`src/dsw_pkg.sv`:
```
/*
  Constants for the two-pin I/O block: register offsets, field positions
  and reset values.
  Assumes a 32-bit register port with byte addresses in the low eight bits.
*/
package dsw_pkg;
  // ----------------------------------------------------------------
  // Register offsets
  // ----------------------------------------------------------------
  localparam logic [7:0]  OFS_IRQ  = 8'h40;
  localparam logic [7:0]  OFS_DATA = 8'h44;
  localparam logic [7:0]  OFS_CTRL = 8'h48;
  localparam logic [7:0]  OFS_WDOG = 8'h4c;

  // ----------------------------------------------------------------
  // Pin function control fields
  // ----------------------------------------------------------------
  localparam int          DIR0_POS       = 0;
  localparam int          DIR1_POS       = 1;
  localparam int          WDOG_OUT_POS   = 26;
  localparam logic [31:0] CTRL_MASK      = 32'h07ff_0003;
  localparam logic [31:0] CTRL_RST       = 32'h0000_0000;
  // Secondary functions, index 0..4: trigger, start, dac load, irq0, irq1
  localparam int          NFUNC          = 5;
  localparam int          FN_TRIG        = 0;
  localparam int          FN_START       = 1;
  localparam int          FN_LOAD        = 2;
  localparam int          FN_EXT0        = 3;
  localparam int          FN_EXT1        = 4;
  localparam int          EN_POS   [5]   = '{16, 18, 20, 22, 24};
  localparam int          EDGE_POS [5]   = '{17, 19, 21, 23, 25};
  localparam int          PIN_OF   [5]   = '{0, 0, 1, 0, 1};

  // ----------------------------------------------------------------
  // Interrupt status and enable fields
  // ----------------------------------------------------------------
  localparam int          ST_BIT   [5]   = '{16, 17, 22, 23, 24};
  localparam int          IE_BIT   [5]   = '{0, 1, 6, 7, 8};
  localparam int          WDOG_FLAG_POS  = 31;

  // ----------------------------------------------------------------
  // Watchdog
  // ----------------------------------------------------------------
  localparam logic [31:0] WDOG_RST       = 32'h0000_0000;
  localparam logic [31:0] WDOG_LAST      = 32'h0000_0001;
endpackage
```
`src/dsw_gpio.sv`:
```
/*
  Two-pin digital I/O with edge-selected secondary inputs and a watchdog.
  Assumes a single-cycle register port on clk, ADC base ticks as one-cycle
  pulses on clk, and asynchronous field levels on the pins.
*/
`timescale 1ns/1ns
module dsw_gpio (
  // Clock and reset
  input  wire logic        clk,
  input  wire logic        sys_rst,
  // Register port
  input  wire logic [7:0]  reg_addr,
  input  wire logic        reg_wr,
  input  wire logic        reg_rd,
  input  wire logic [31:0] reg_wdata,
  output logic      [31:0] reg_rdata,
  output logic             reg_rvalid,
  // Field pins
  input  wire logic [1:0]  pin_in,
  output logic      [1:0]  pin_out,
  output logic      [1:0]  pin_oe_n,
  // Board side
  input  wire logic        adc_tick,
  output logic             dac_load,
  output logic             adc_start,
  output logic             adc_trig,
  output logic             board_rst_req,
  output logic             irq_out
);

  // ----------------------------------------------------------------
  // Declarations
  // ----------------------------------------------------------------
  logic [1:0]  pin_s1_r;
  logic [1:0]  pin_s2_r;
  logic [1:0]  pin_s3_r;
  logic [31:0] ctrl_r;
  logic [1:0]  data_r;
  logic [31:0] wd_cnt_r;
  logic        bark_r;
  logic        wd_flag_r;
  logic        hold_r;
  logic [4:0]  st_r;
  logic [4:0]  ie_r;
  logic [4:0]  hit;
  logic        soft_rst;
  logic        expire;
  logic        wr_irq;
  logic        wr_data;
  logic        wr_ctrl;
  logic        wr_wdog;
  logic [31:0] rdata_nxt;
  // Edge test selected by the edge bit
  function automatic logic edge_hit(input logic cur, input logic prev, input logic rising);
    edge_hit = rising ? (cur & ~prev) : (~cur & prev);
  endfunction

  // ----------------------------------------------------------------
  // Decode and board reset
  // ----------------------------------------------------------------
  assign wr_irq   = reg_wr && (reg_addr == dsw_pkg::OFS_IRQ);
  assign wr_data  = reg_wr && (reg_addr == dsw_pkg::OFS_DATA);
  assign wr_ctrl  = reg_wr && (reg_addr == dsw_pkg::OFS_CTRL);
  assign wr_wdog  = reg_wr && (reg_addr == dsw_pkg::OFS_WDOG);
  assign soft_rst = sys_rst | bark_r;

  // ----------------------------------------------------------------
  // Pin synchronisers
  // ----------------------------------------------------------------
  // two stages then history
  always_ff @(posedge clk) begin
    if (sys_rst) begin
      pin_s1_r <= 2'h0;
      pin_s2_r <= 2'h0;
      pin_s3_r <= 2'h0;
    end else begin
      pin_s1_r <= pin_in;
      pin_s2_r <= pin_s1_r;
      pin_s3_r <= pin_s2_r;
    end
  end

  // ----------------------------------------------------------------
  // Control and data registers
  // ----------------------------------------------------------------
  // Function control, direction bits
  always_ff @(posedge clk) begin
    if (soft_rst) begin
      ctrl_r <= dsw_pkg::CTRL_RST;
    end else if (wr_ctrl) begin
      ctrl_r <= reg_wdata & dsw_pkg::CTRL_MASK;
    end
  end

  // Output data
  always_ff @(posedge clk) begin
    if (soft_rst) begin
      data_r <= 2'h0;
    end else if (wr_data) begin
      data_r <= reg_wdata[1:0];
    end
  end

  // ----------------------------------------------------------------
  // Secondary input functions
  // ----------------------------------------------------------------
  for (genvar g = 0; g < dsw_pkg::NFUNC; g++) begin : g_func
    assign hit[g] = ctrl_r[dsw_pkg::EN_POS[g]]
                  & edge_hit(pin_s2_r[dsw_pkg::PIN_OF[g]], pin_s3_r[dsw_pkg::PIN_OF[g]],
                             ctrl_r[dsw_pkg::EDGE_POS[g]]);

    always_ff @(posedge clk) begin
      if (soft_rst) begin
        st_r[g] <= 1'b0;
      end else begin
        st_r[g] <= (st_r[g] & ~(wr_irq & reg_wdata[dsw_pkg::ST_BIT[g]])) | (hit[g] & ie_r[g]);
      end
    end

    always_ff @(posedge clk) begin
      if (soft_rst) begin
        ie_r[g] <= 1'b0;
      end else if (wr_irq) begin
        ie_r[g] <= reg_wdata[dsw_pkg::IE_BIT[g]];
      end
    end
  end

  always_ff @(posedge clk) begin
    if (sys_rst) begin
      dac_load  <= 1'b0;
      adc_start <= 1'b0;
      adc_trig  <= 1'b0;
    end else begin
      dac_load  <= hit[dsw_pkg::FN_LOAD];
      adc_start <= hit[dsw_pkg::FN_START];
      adc_trig  <= hit[dsw_pkg::FN_TRIG];
    end
  end

  // Level request to the interrupt controller
  assign irq_out = |(st_r & ie_r);

  // ----------------------------------------------------------------
  // Watchdog
  // ----------------------------------------------------------------
  // last tick expires
  assign expire = adc_tick && !wr_wdog && (wd_cnt_r == dsw_pkg::WDOG_LAST);

  always_ff @(posedge clk) begin
    if (soft_rst) begin
      wd_cnt_r <= dsw_pkg::WDOG_RST;
    end else if (wr_wdog) begin
      wd_cnt_r <= reg_wdata;
    end else if (adc_tick && (wd_cnt_r != dsw_pkg::WDOG_RST)) begin
      wd_cnt_r <= wd_cnt_r - dsw_pkg::WDOG_LAST;
    end
  end

  always_ff @(posedge clk) begin
    if (sys_rst) begin
      bark_r <= 1'b0;
    end else begin
      bark_r <= expire;
    end
  end
  assign board_rst_req = bark_r;

  always_ff @(posedge clk) begin
    if (sys_rst) begin
      wd_flag_r <= 1'b0;
    end else begin
      wd_flag_r <= (wd_flag_r & ~(wr_irq & reg_wdata[dsw_pkg::WDOG_FLAG_POS])) | bark_r;
    end
  end

  // keep pin 1 low after expiry
  always_ff @(posedge clk) begin
    if (sys_rst) begin
      hold_r <= 1'b0;
    end else if (expire && ctrl_r[dsw_pkg::WDOG_OUT_POS]) begin
      hold_r <= 1'b1;
    end else if (wr_ctrl) begin
      hold_r <= 1'b0;
    end
  end

  // ----------------------------------------------------------------
  // Pin drivers
  // ----------------------------------------------------------------
  // direction and level
  always_ff @(posedge clk) begin
    if (sys_rst) begin
      pin_oe_n <= 2'h3;
      pin_out  <= 2'h0;
    end else begin
      pin_oe_n[0] <= ~ctrl_r[dsw_pkg::DIR0_POS];
      pin_out[0]  <= data_r[0];
      pin_oe_n[1] <= ~(ctrl_r[dsw_pkg::DIR1_POS] | ctrl_r[dsw_pkg::WDOG_OUT_POS] | hold_r);
      pin_out[1]  <= hold_r ? 1'b0 : (ctrl_r[dsw_pkg::WDOG_OUT_POS] | data_r[1]);
    end
  end

  // ----------------------------------------------------------------
  // Read path
  // ----------------------------------------------------------------
  // Read mux, unmapped reads zero
  always_comb begin
    rdata_nxt = 32'h0000_0000;
    case (reg_addr)
      dsw_pkg::OFS_IRQ: begin
        rdata_nxt[dsw_pkg::WDOG_FLAG_POS] = wd_flag_r;
        for (int i = 0; i < dsw_pkg::NFUNC; i++) begin
          rdata_nxt[dsw_pkg::ST_BIT[i]] = st_r[i];
          rdata_nxt[dsw_pkg::IE_BIT[i]] = ie_r[i];
        end
      end
      dsw_pkg::OFS_DATA: begin
        for (int i = 0; i < 2; i++) begin
          rdata_nxt[i] = ctrl_r[dsw_pkg::DIR0_POS + i] ? data_r[i] : pin_s2_r[i];
        end
      end
      dsw_pkg::OFS_CTRL: rdata_nxt = ctrl_r;
      dsw_pkg::OFS_WDOG: rdata_nxt = wd_cnt_r;
      default:           rdata_nxt = 32'h0000_0000;
    endcase
  end

  // Registered read answer
  always_ff @(posedge clk) begin
    if (sys_rst) begin
      reg_rdata  <= 32'h0000_0000;
      reg_rvalid <= 1'b0;
    end else begin
      reg_rdata  <= reg_rd ? rdata_nxt : 32'h0000_0000;
      reg_rvalid <= reg_rd;
    end
  end
endmodule

```
`config.mk`:
```
export PLATFORM = sky130hd
export DESIGN_NAME = dsw_gpio
export DESIGN_NICKNAME = d
export VERILOG_FILES = /design/src/dsw_pkg.sv /design/src/dsw_gpio.sv
export SDC_FILE = /design/constraint.sdc
export NUM_CORES = 1
export LEC_CHECK = 0
export BUFFER_PORTS_ARGS = -buffer_cell sky130_fd_sc_hd__buf_2
export CAP_MARGIN = 20
export CORE_UTILIZATION = 59
export DETAILED_ROUTE_END_ITERATION = 16
export PLACE_DENSITY_LB_ADDON = 0.08
export SLEW_MARGIN = 20
export SYNTH_ARGS = -nofsm -noshare
export SYNTH_HDL_FRONTEND = slang
export SYNTH_SLANG_ARGS = --single-unit
```
`constraint.sdc`:
```
create_clock -name clk -period 5.45 [get_ports clk]
set_input_delay 1.09 -clock clk [delete_from_list [all_inputs] [get_ports clk]]
set_output_delay 1.09 -clock clk [all_outputs]
set_load 0.1 [all_outputs]
```
Word level (Yosys, flattened, before mapping)

Index checks and enable logic that the tools add are counted.

Flip-flop bits (word level): 106
Word-level logic and storage cells: 119
Input port bits: 47

Reductions and logical operators: 16
Muxes and demuxes: 18
Equality and inequality tests: 5
Bitwise logic cells: 51
Add/sub/neg operators: 1

Operators with widths:

| kind                                                                 | number |
|---|---|
| 32-bit 2-to-1 mux                                                    | 2 |
| 32-bit by 1-bit == test with 1-bit output, second input constant     | 1 |
| 8-bit by 7-bit == test with 1-bit output, second input constant      | 4 |
| 32-bit nonzero test                                                  | 1 |
| 32-bit by 1-bit subtractor with 32-bit output, second input constant | 1 |
| 1-bit AND                                                            | 26 |
| 1-bit inverter                                                       | 14 |
| 6-bit case mux with 2 select lines                                   | 1 |
| 1-bit OR                                                             | 10 |
| 1-bit 2-to-1 mux                                                     | 9 |
| 3-bit case mux with 3 select lines                                   | 1 |
| 1-bit logical AND                                                    | 8 |
| 2-bit case mux with 4 select lines                                   | 1 |
| 4-bit case mux with 2 select lines                                   | 1 |
| 2-bit case mux with 3 select lines                                   | 1 |
| 3-bit case mux with 2 select lines                                   | 1 |
| 5-bit AND                                                            | 1 |
| 5-bit OR reduction                                                   | 1 |
| 2-bit nonzero test                                                   | 2 |
| 2-bit OR reduction                                                   | 2 |
| 3-bit OR reduction                                                   | 1 |
| 1-bit case mux with 2 select lines                                   | 1 |
| 1-bit zero test                                                      | 1 |

Logic depth before layout (Yosys ltp)

Depth in word-level cells: 7
Gate-level depth with buffers: 8
Gate-level depth less buffers: 7

Least setup slack after synthesis

No wires, ideal clock.

Path kind: input -> register
Start point: in reg_addr[1]
End point: reg hold_r
Data arrival time: 2.663 ns
Library setup time: 0.117 ns
Path slack: 2.669 ns
Stages on the path: 6
Cells stage by stage: nor4_1 and3_1 clkbuf_1 nand3b_1 clkbuf_1 a32o_1

Cells in the longest elaborated chain, start to end: 7

Ends and longest elaborated chain:

| element                                                | line            | source |
|---|---|---|
| start, declared                                        | dsw_gpio.sv:12  | `input wire logic [7:0] reg_addr,` |
| 8-bit by 7-bit == test with 1-bit output               | dsw_gpio.sv:64  | `assign wr_wdog = reg_wr && (reg_addr == dsw_pkg::OFS_WDOG);` |
| 1-bit logical AND                                      | dsw_gpio.sv:64  |  |
| 1-bit zero test                                        | dsw_gpio.sv:148 | `assign expire = adc_tick && !wr_wdog && (wd_cnt_r == dsw_pkg::WDOG_LAST);` |
| 1-bit logical AND (2 in series)                        | dsw_gpio.sv:148 |  |
| 1-bit logical AND                                      | dsw_gpio.sv:181 | `end else if (expire && ctrl_r[dsw_pkg::WDOG_OUT_POS]) begin` |
| 1-bit 2-to-1 mux or 2-bit nonzero test (tied branches) | n/a             |  |
| end signal, assigned                                   | dsw_gpio.sv:180 | `hold_r <= 1'b0;` |
| end signal, assigned                                   | dsw_gpio.sv:182 | `hold_r <= 1'b1;` |
| end signal, assigned                                   | dsw_gpio.sv:184 | `hold_r <= 1'b0;` |
| end, declared                                          | dsw_gpio.sv:42  | `logic hold_r;` |

Several ways; a longest one is shown, not always the timed one.
A chain may end at the register's enable or synchronous reset.

Worst setup path in the final report

Ends and elaborated chain as after synthesis.

==> out/qor.yml <==
status: "finished, final reports clean"
multiInputGateArea_um2: 2210
grt_max_degree: 63
fin_skew_ns: 0.0130
synth-seq-area-share: 0.477
grtUsageTotal: 0.284
max_cap_viol_count: 0
synth.avg_cell_area_um2: 8.94
cts_hold_buffers: 0
grt_first_pass_wirelength_um: 16800
place_hpwl_um: 7590
critPathKind: "in -> reg"
final_area_um2: 5090
hold_depth: 1
critPathCaptureType: "flip-flop"
routed_wl_um: 10700
rr_worst_depth: 6
cp_slowest_cell: "nand3b_1"
cp-start-kind: "input pin"
avgRoutedWirePerCell_um: 15.9
cp_max_fo: 14
nFillCells: 620
clockBufferDepth: 2
mappedNetlistArea_um2: 4450
fin_crit_ns: 2.99
fmax_mhz: 334
min_from: "pin_s1_r[0]"
die_w_um: 88.9
hold_viol: 0
crit_cells: 5
setup_viol: 0
cts_tree: "built"
synthToLayoutAreaGrowth_pct: 14.4
row_count: 31
regArea_um2: 2120
core_area_um2: 7290
drt_iter0_markers: 297
cts-buffers-inserted: 9
dr_total_vias: 3879
powerDensity_nw_per_um2: 495
async_reset_ff_frac: 0
hold_path.class: "reg -> reg"
worstPathRequired_ns: 5.72
grt_pass1_vias: 3464
gp_congestion: 0.904
synth_edf_count: 0
max-vdd-ir-drop_mv: 0.287
final_nets: 620
post_cts_buffers: 0
drc_errors: 0
whs_endpoint: "pin_s2_r[0]"
viasPerCell: 5.75
cts_resized: 0
synth_cell_types: 41
io_pins: 89
place_area_um2: 4920
r2r-start: "wd_cnt_r[16]"
reg2reg_to: "wd_cnt_r[31]"
crit_family: "simple AND/OR/NAND/NOR gates"
portBuffers: 88
slew_headroom: 0.317
synth_nets: 547
r2r_slack_ns: 2.72
cpPeakStageDelay_ns: 0.69
cp.arrival_ns: 3.26
drive_gt1_frac: 0.208
cts.sinks: 106
die_h_um: 88.9
diodes: 0
clk_latency_ns: 0.36
cts-root-buf: "clkbuf_8"
timing.final.crit_share: 0.549
die_area_um2: 7900
cp.buffers_inverters: 1
p_leak_nw: 2.18
slew_viol_final: 0
setup_tns_ns: 0
path_clk_slew_ns: 0.10
rsz0062_at_grt: "false"
worstPathCellList: "buf_2 > nor4_1 > and3_1 > nand3b_1 > a32o_1"
htree_num_levels: 3
grt_overflow: 0
timing_worst_slew_pin_value_ns: 1.02
synth_warnings: 0
synthFlopType: "dfxtp_1"
detail-route-antenna-nets: 0
dr.pass1.iters: 5
synthCells: 498
ys_ff_latch: 106
antenna_found_initial: 0
start_util: 0.611
==> flip-flops by register name (all words and copies together), names as in the netlist <==
name,flops
pin_s3_r,2
adc_start,1
reg_rvalid,1
hold_r,1
wd_cnt_r,32
pin_oe_n,2
adc_trig,1
reg_rdata,32
board_rst_req,1
ctrl_r,13
st_r,5
dac_load,1
pin_s2_r,2
pin_s1_r,2
wd_flag_r,1
data_r,2
ie_r,5
pin_out,2
==> worst max-delay path by stage <==
stage	start	endpoint	slack (ns)
after global routing	reg_addr[1]	wd_cnt_r[12]	2.25
after floorplan	reg_addr[1]	hold_r	2.67
final	reg_addr[1]	hold_r	2.46
after global placement	reg_addr[1]	hold_r	2.14
after CTS	reg_addr[1]	hold_r	2.46
after detailed placement	reg_addr[1]	reg_rdata[27]	2.11
==> power breakdown <==
part	internal, W	switching (W)
registers	0.000878	0.000141
clock network	0.000170	0.000271
logic	0.000413	0.000651
==> through the flow <==
step,std cells,power [W],utilization,hold slack [ns],setup WS (ns)
CTS,675,0.00250,0.699,0.450,2.46
global route,675,0.00267,0.699,0.458,2.25
finish,675,0.00252,0.699,0.446,2.46
global placement,659,0.00203,0.675,0.420,2.14
detailed placement,659,0.00205,0.675,0.426,2.11
floorplan,498,0.00182,-,0.395,2.67
==> cell usage after synthesis, drive strengths merged (4+ instances only) <==
master    n  area (um^2)
o21ai    24          120
nor2b    12         75.1
inv       4         15.0
nand2    45          169
a32oi     5         43.8
mux2i    25          250
nand3b    7         52.6
nor2     68          255
xor2     22          193
nand3    15         75.1
or4       6         55.1
dfxtp   106         2120
mux2      5         56.3
and2     18          113
a211oi   13          108
nor4     11         75.1
a31oi     4         25.0
xnor2     5         43.8
nor3      9         45.0
and3      7         43.8
a22oi    10         75.1
a21oi    27          135
clkbuf   26         97.6
nand4     7         43.8
or3       4         25.0
==> routing by layer <==
metal,part of all wire,vias to the layer above,track usage
met5,0,-,0
met4,0.023,0,0.122
met3,0.070,21,0.0364
met2,0.44,176,0.443
met1,0.46,1781,0.394
li1,-,1901,-
==> cell type report <==
class	instances	area share
Clock buffer	9	0.0243
Timing Repair Buffer	89	0.0879
Sequential cell	106	0.417
Clock inverter	7	0.0103
Inverter	4	0.00295
Tap cell	99	0.0243
Multi-Input combinational cell	361	0.434
==> cells in the final DEF, fill, tap and decap left out, types with 4 or more instances in the layout <==
master    synthesis  layout
nor2_1           68      68
and2_1           17      17
o21ai_0          24      24
inv_1             4       4
nand3_1          15      15
dfxtp_1         106     106
clkbuf_8          0       9
nand4_1           7       7
nand3b_1          7       7
a211oi_1         11      11
a31oi_1           4       4
nor3_1            9       9
mux2_2            5       5
nand2_1          45      44
mux2i_1          25      25
a22oi_1          10      10
xor2_1           22      22
a32oi_1           5       5
buf_2             0      88
and3_1            7       7
or3_1             4       4
nor4_1           10      10
a21oi_1          27      27
xnor2_1           5       5
nor2b_1          12      12
==> cells by family after synthesis <==
logic type	count (synthesis)	synth area share
xor gates and xnor gates	27	0.0531
buffers and inverters	31	0.0278
adders and majority gates	2	0.00562
muxes	30	0.0688
DFF	106	0.477
AOI/OAI and AO/OA	90	0.133
and+or+nand+nor	212	0.235
Power figures use the tool's default switching activity.
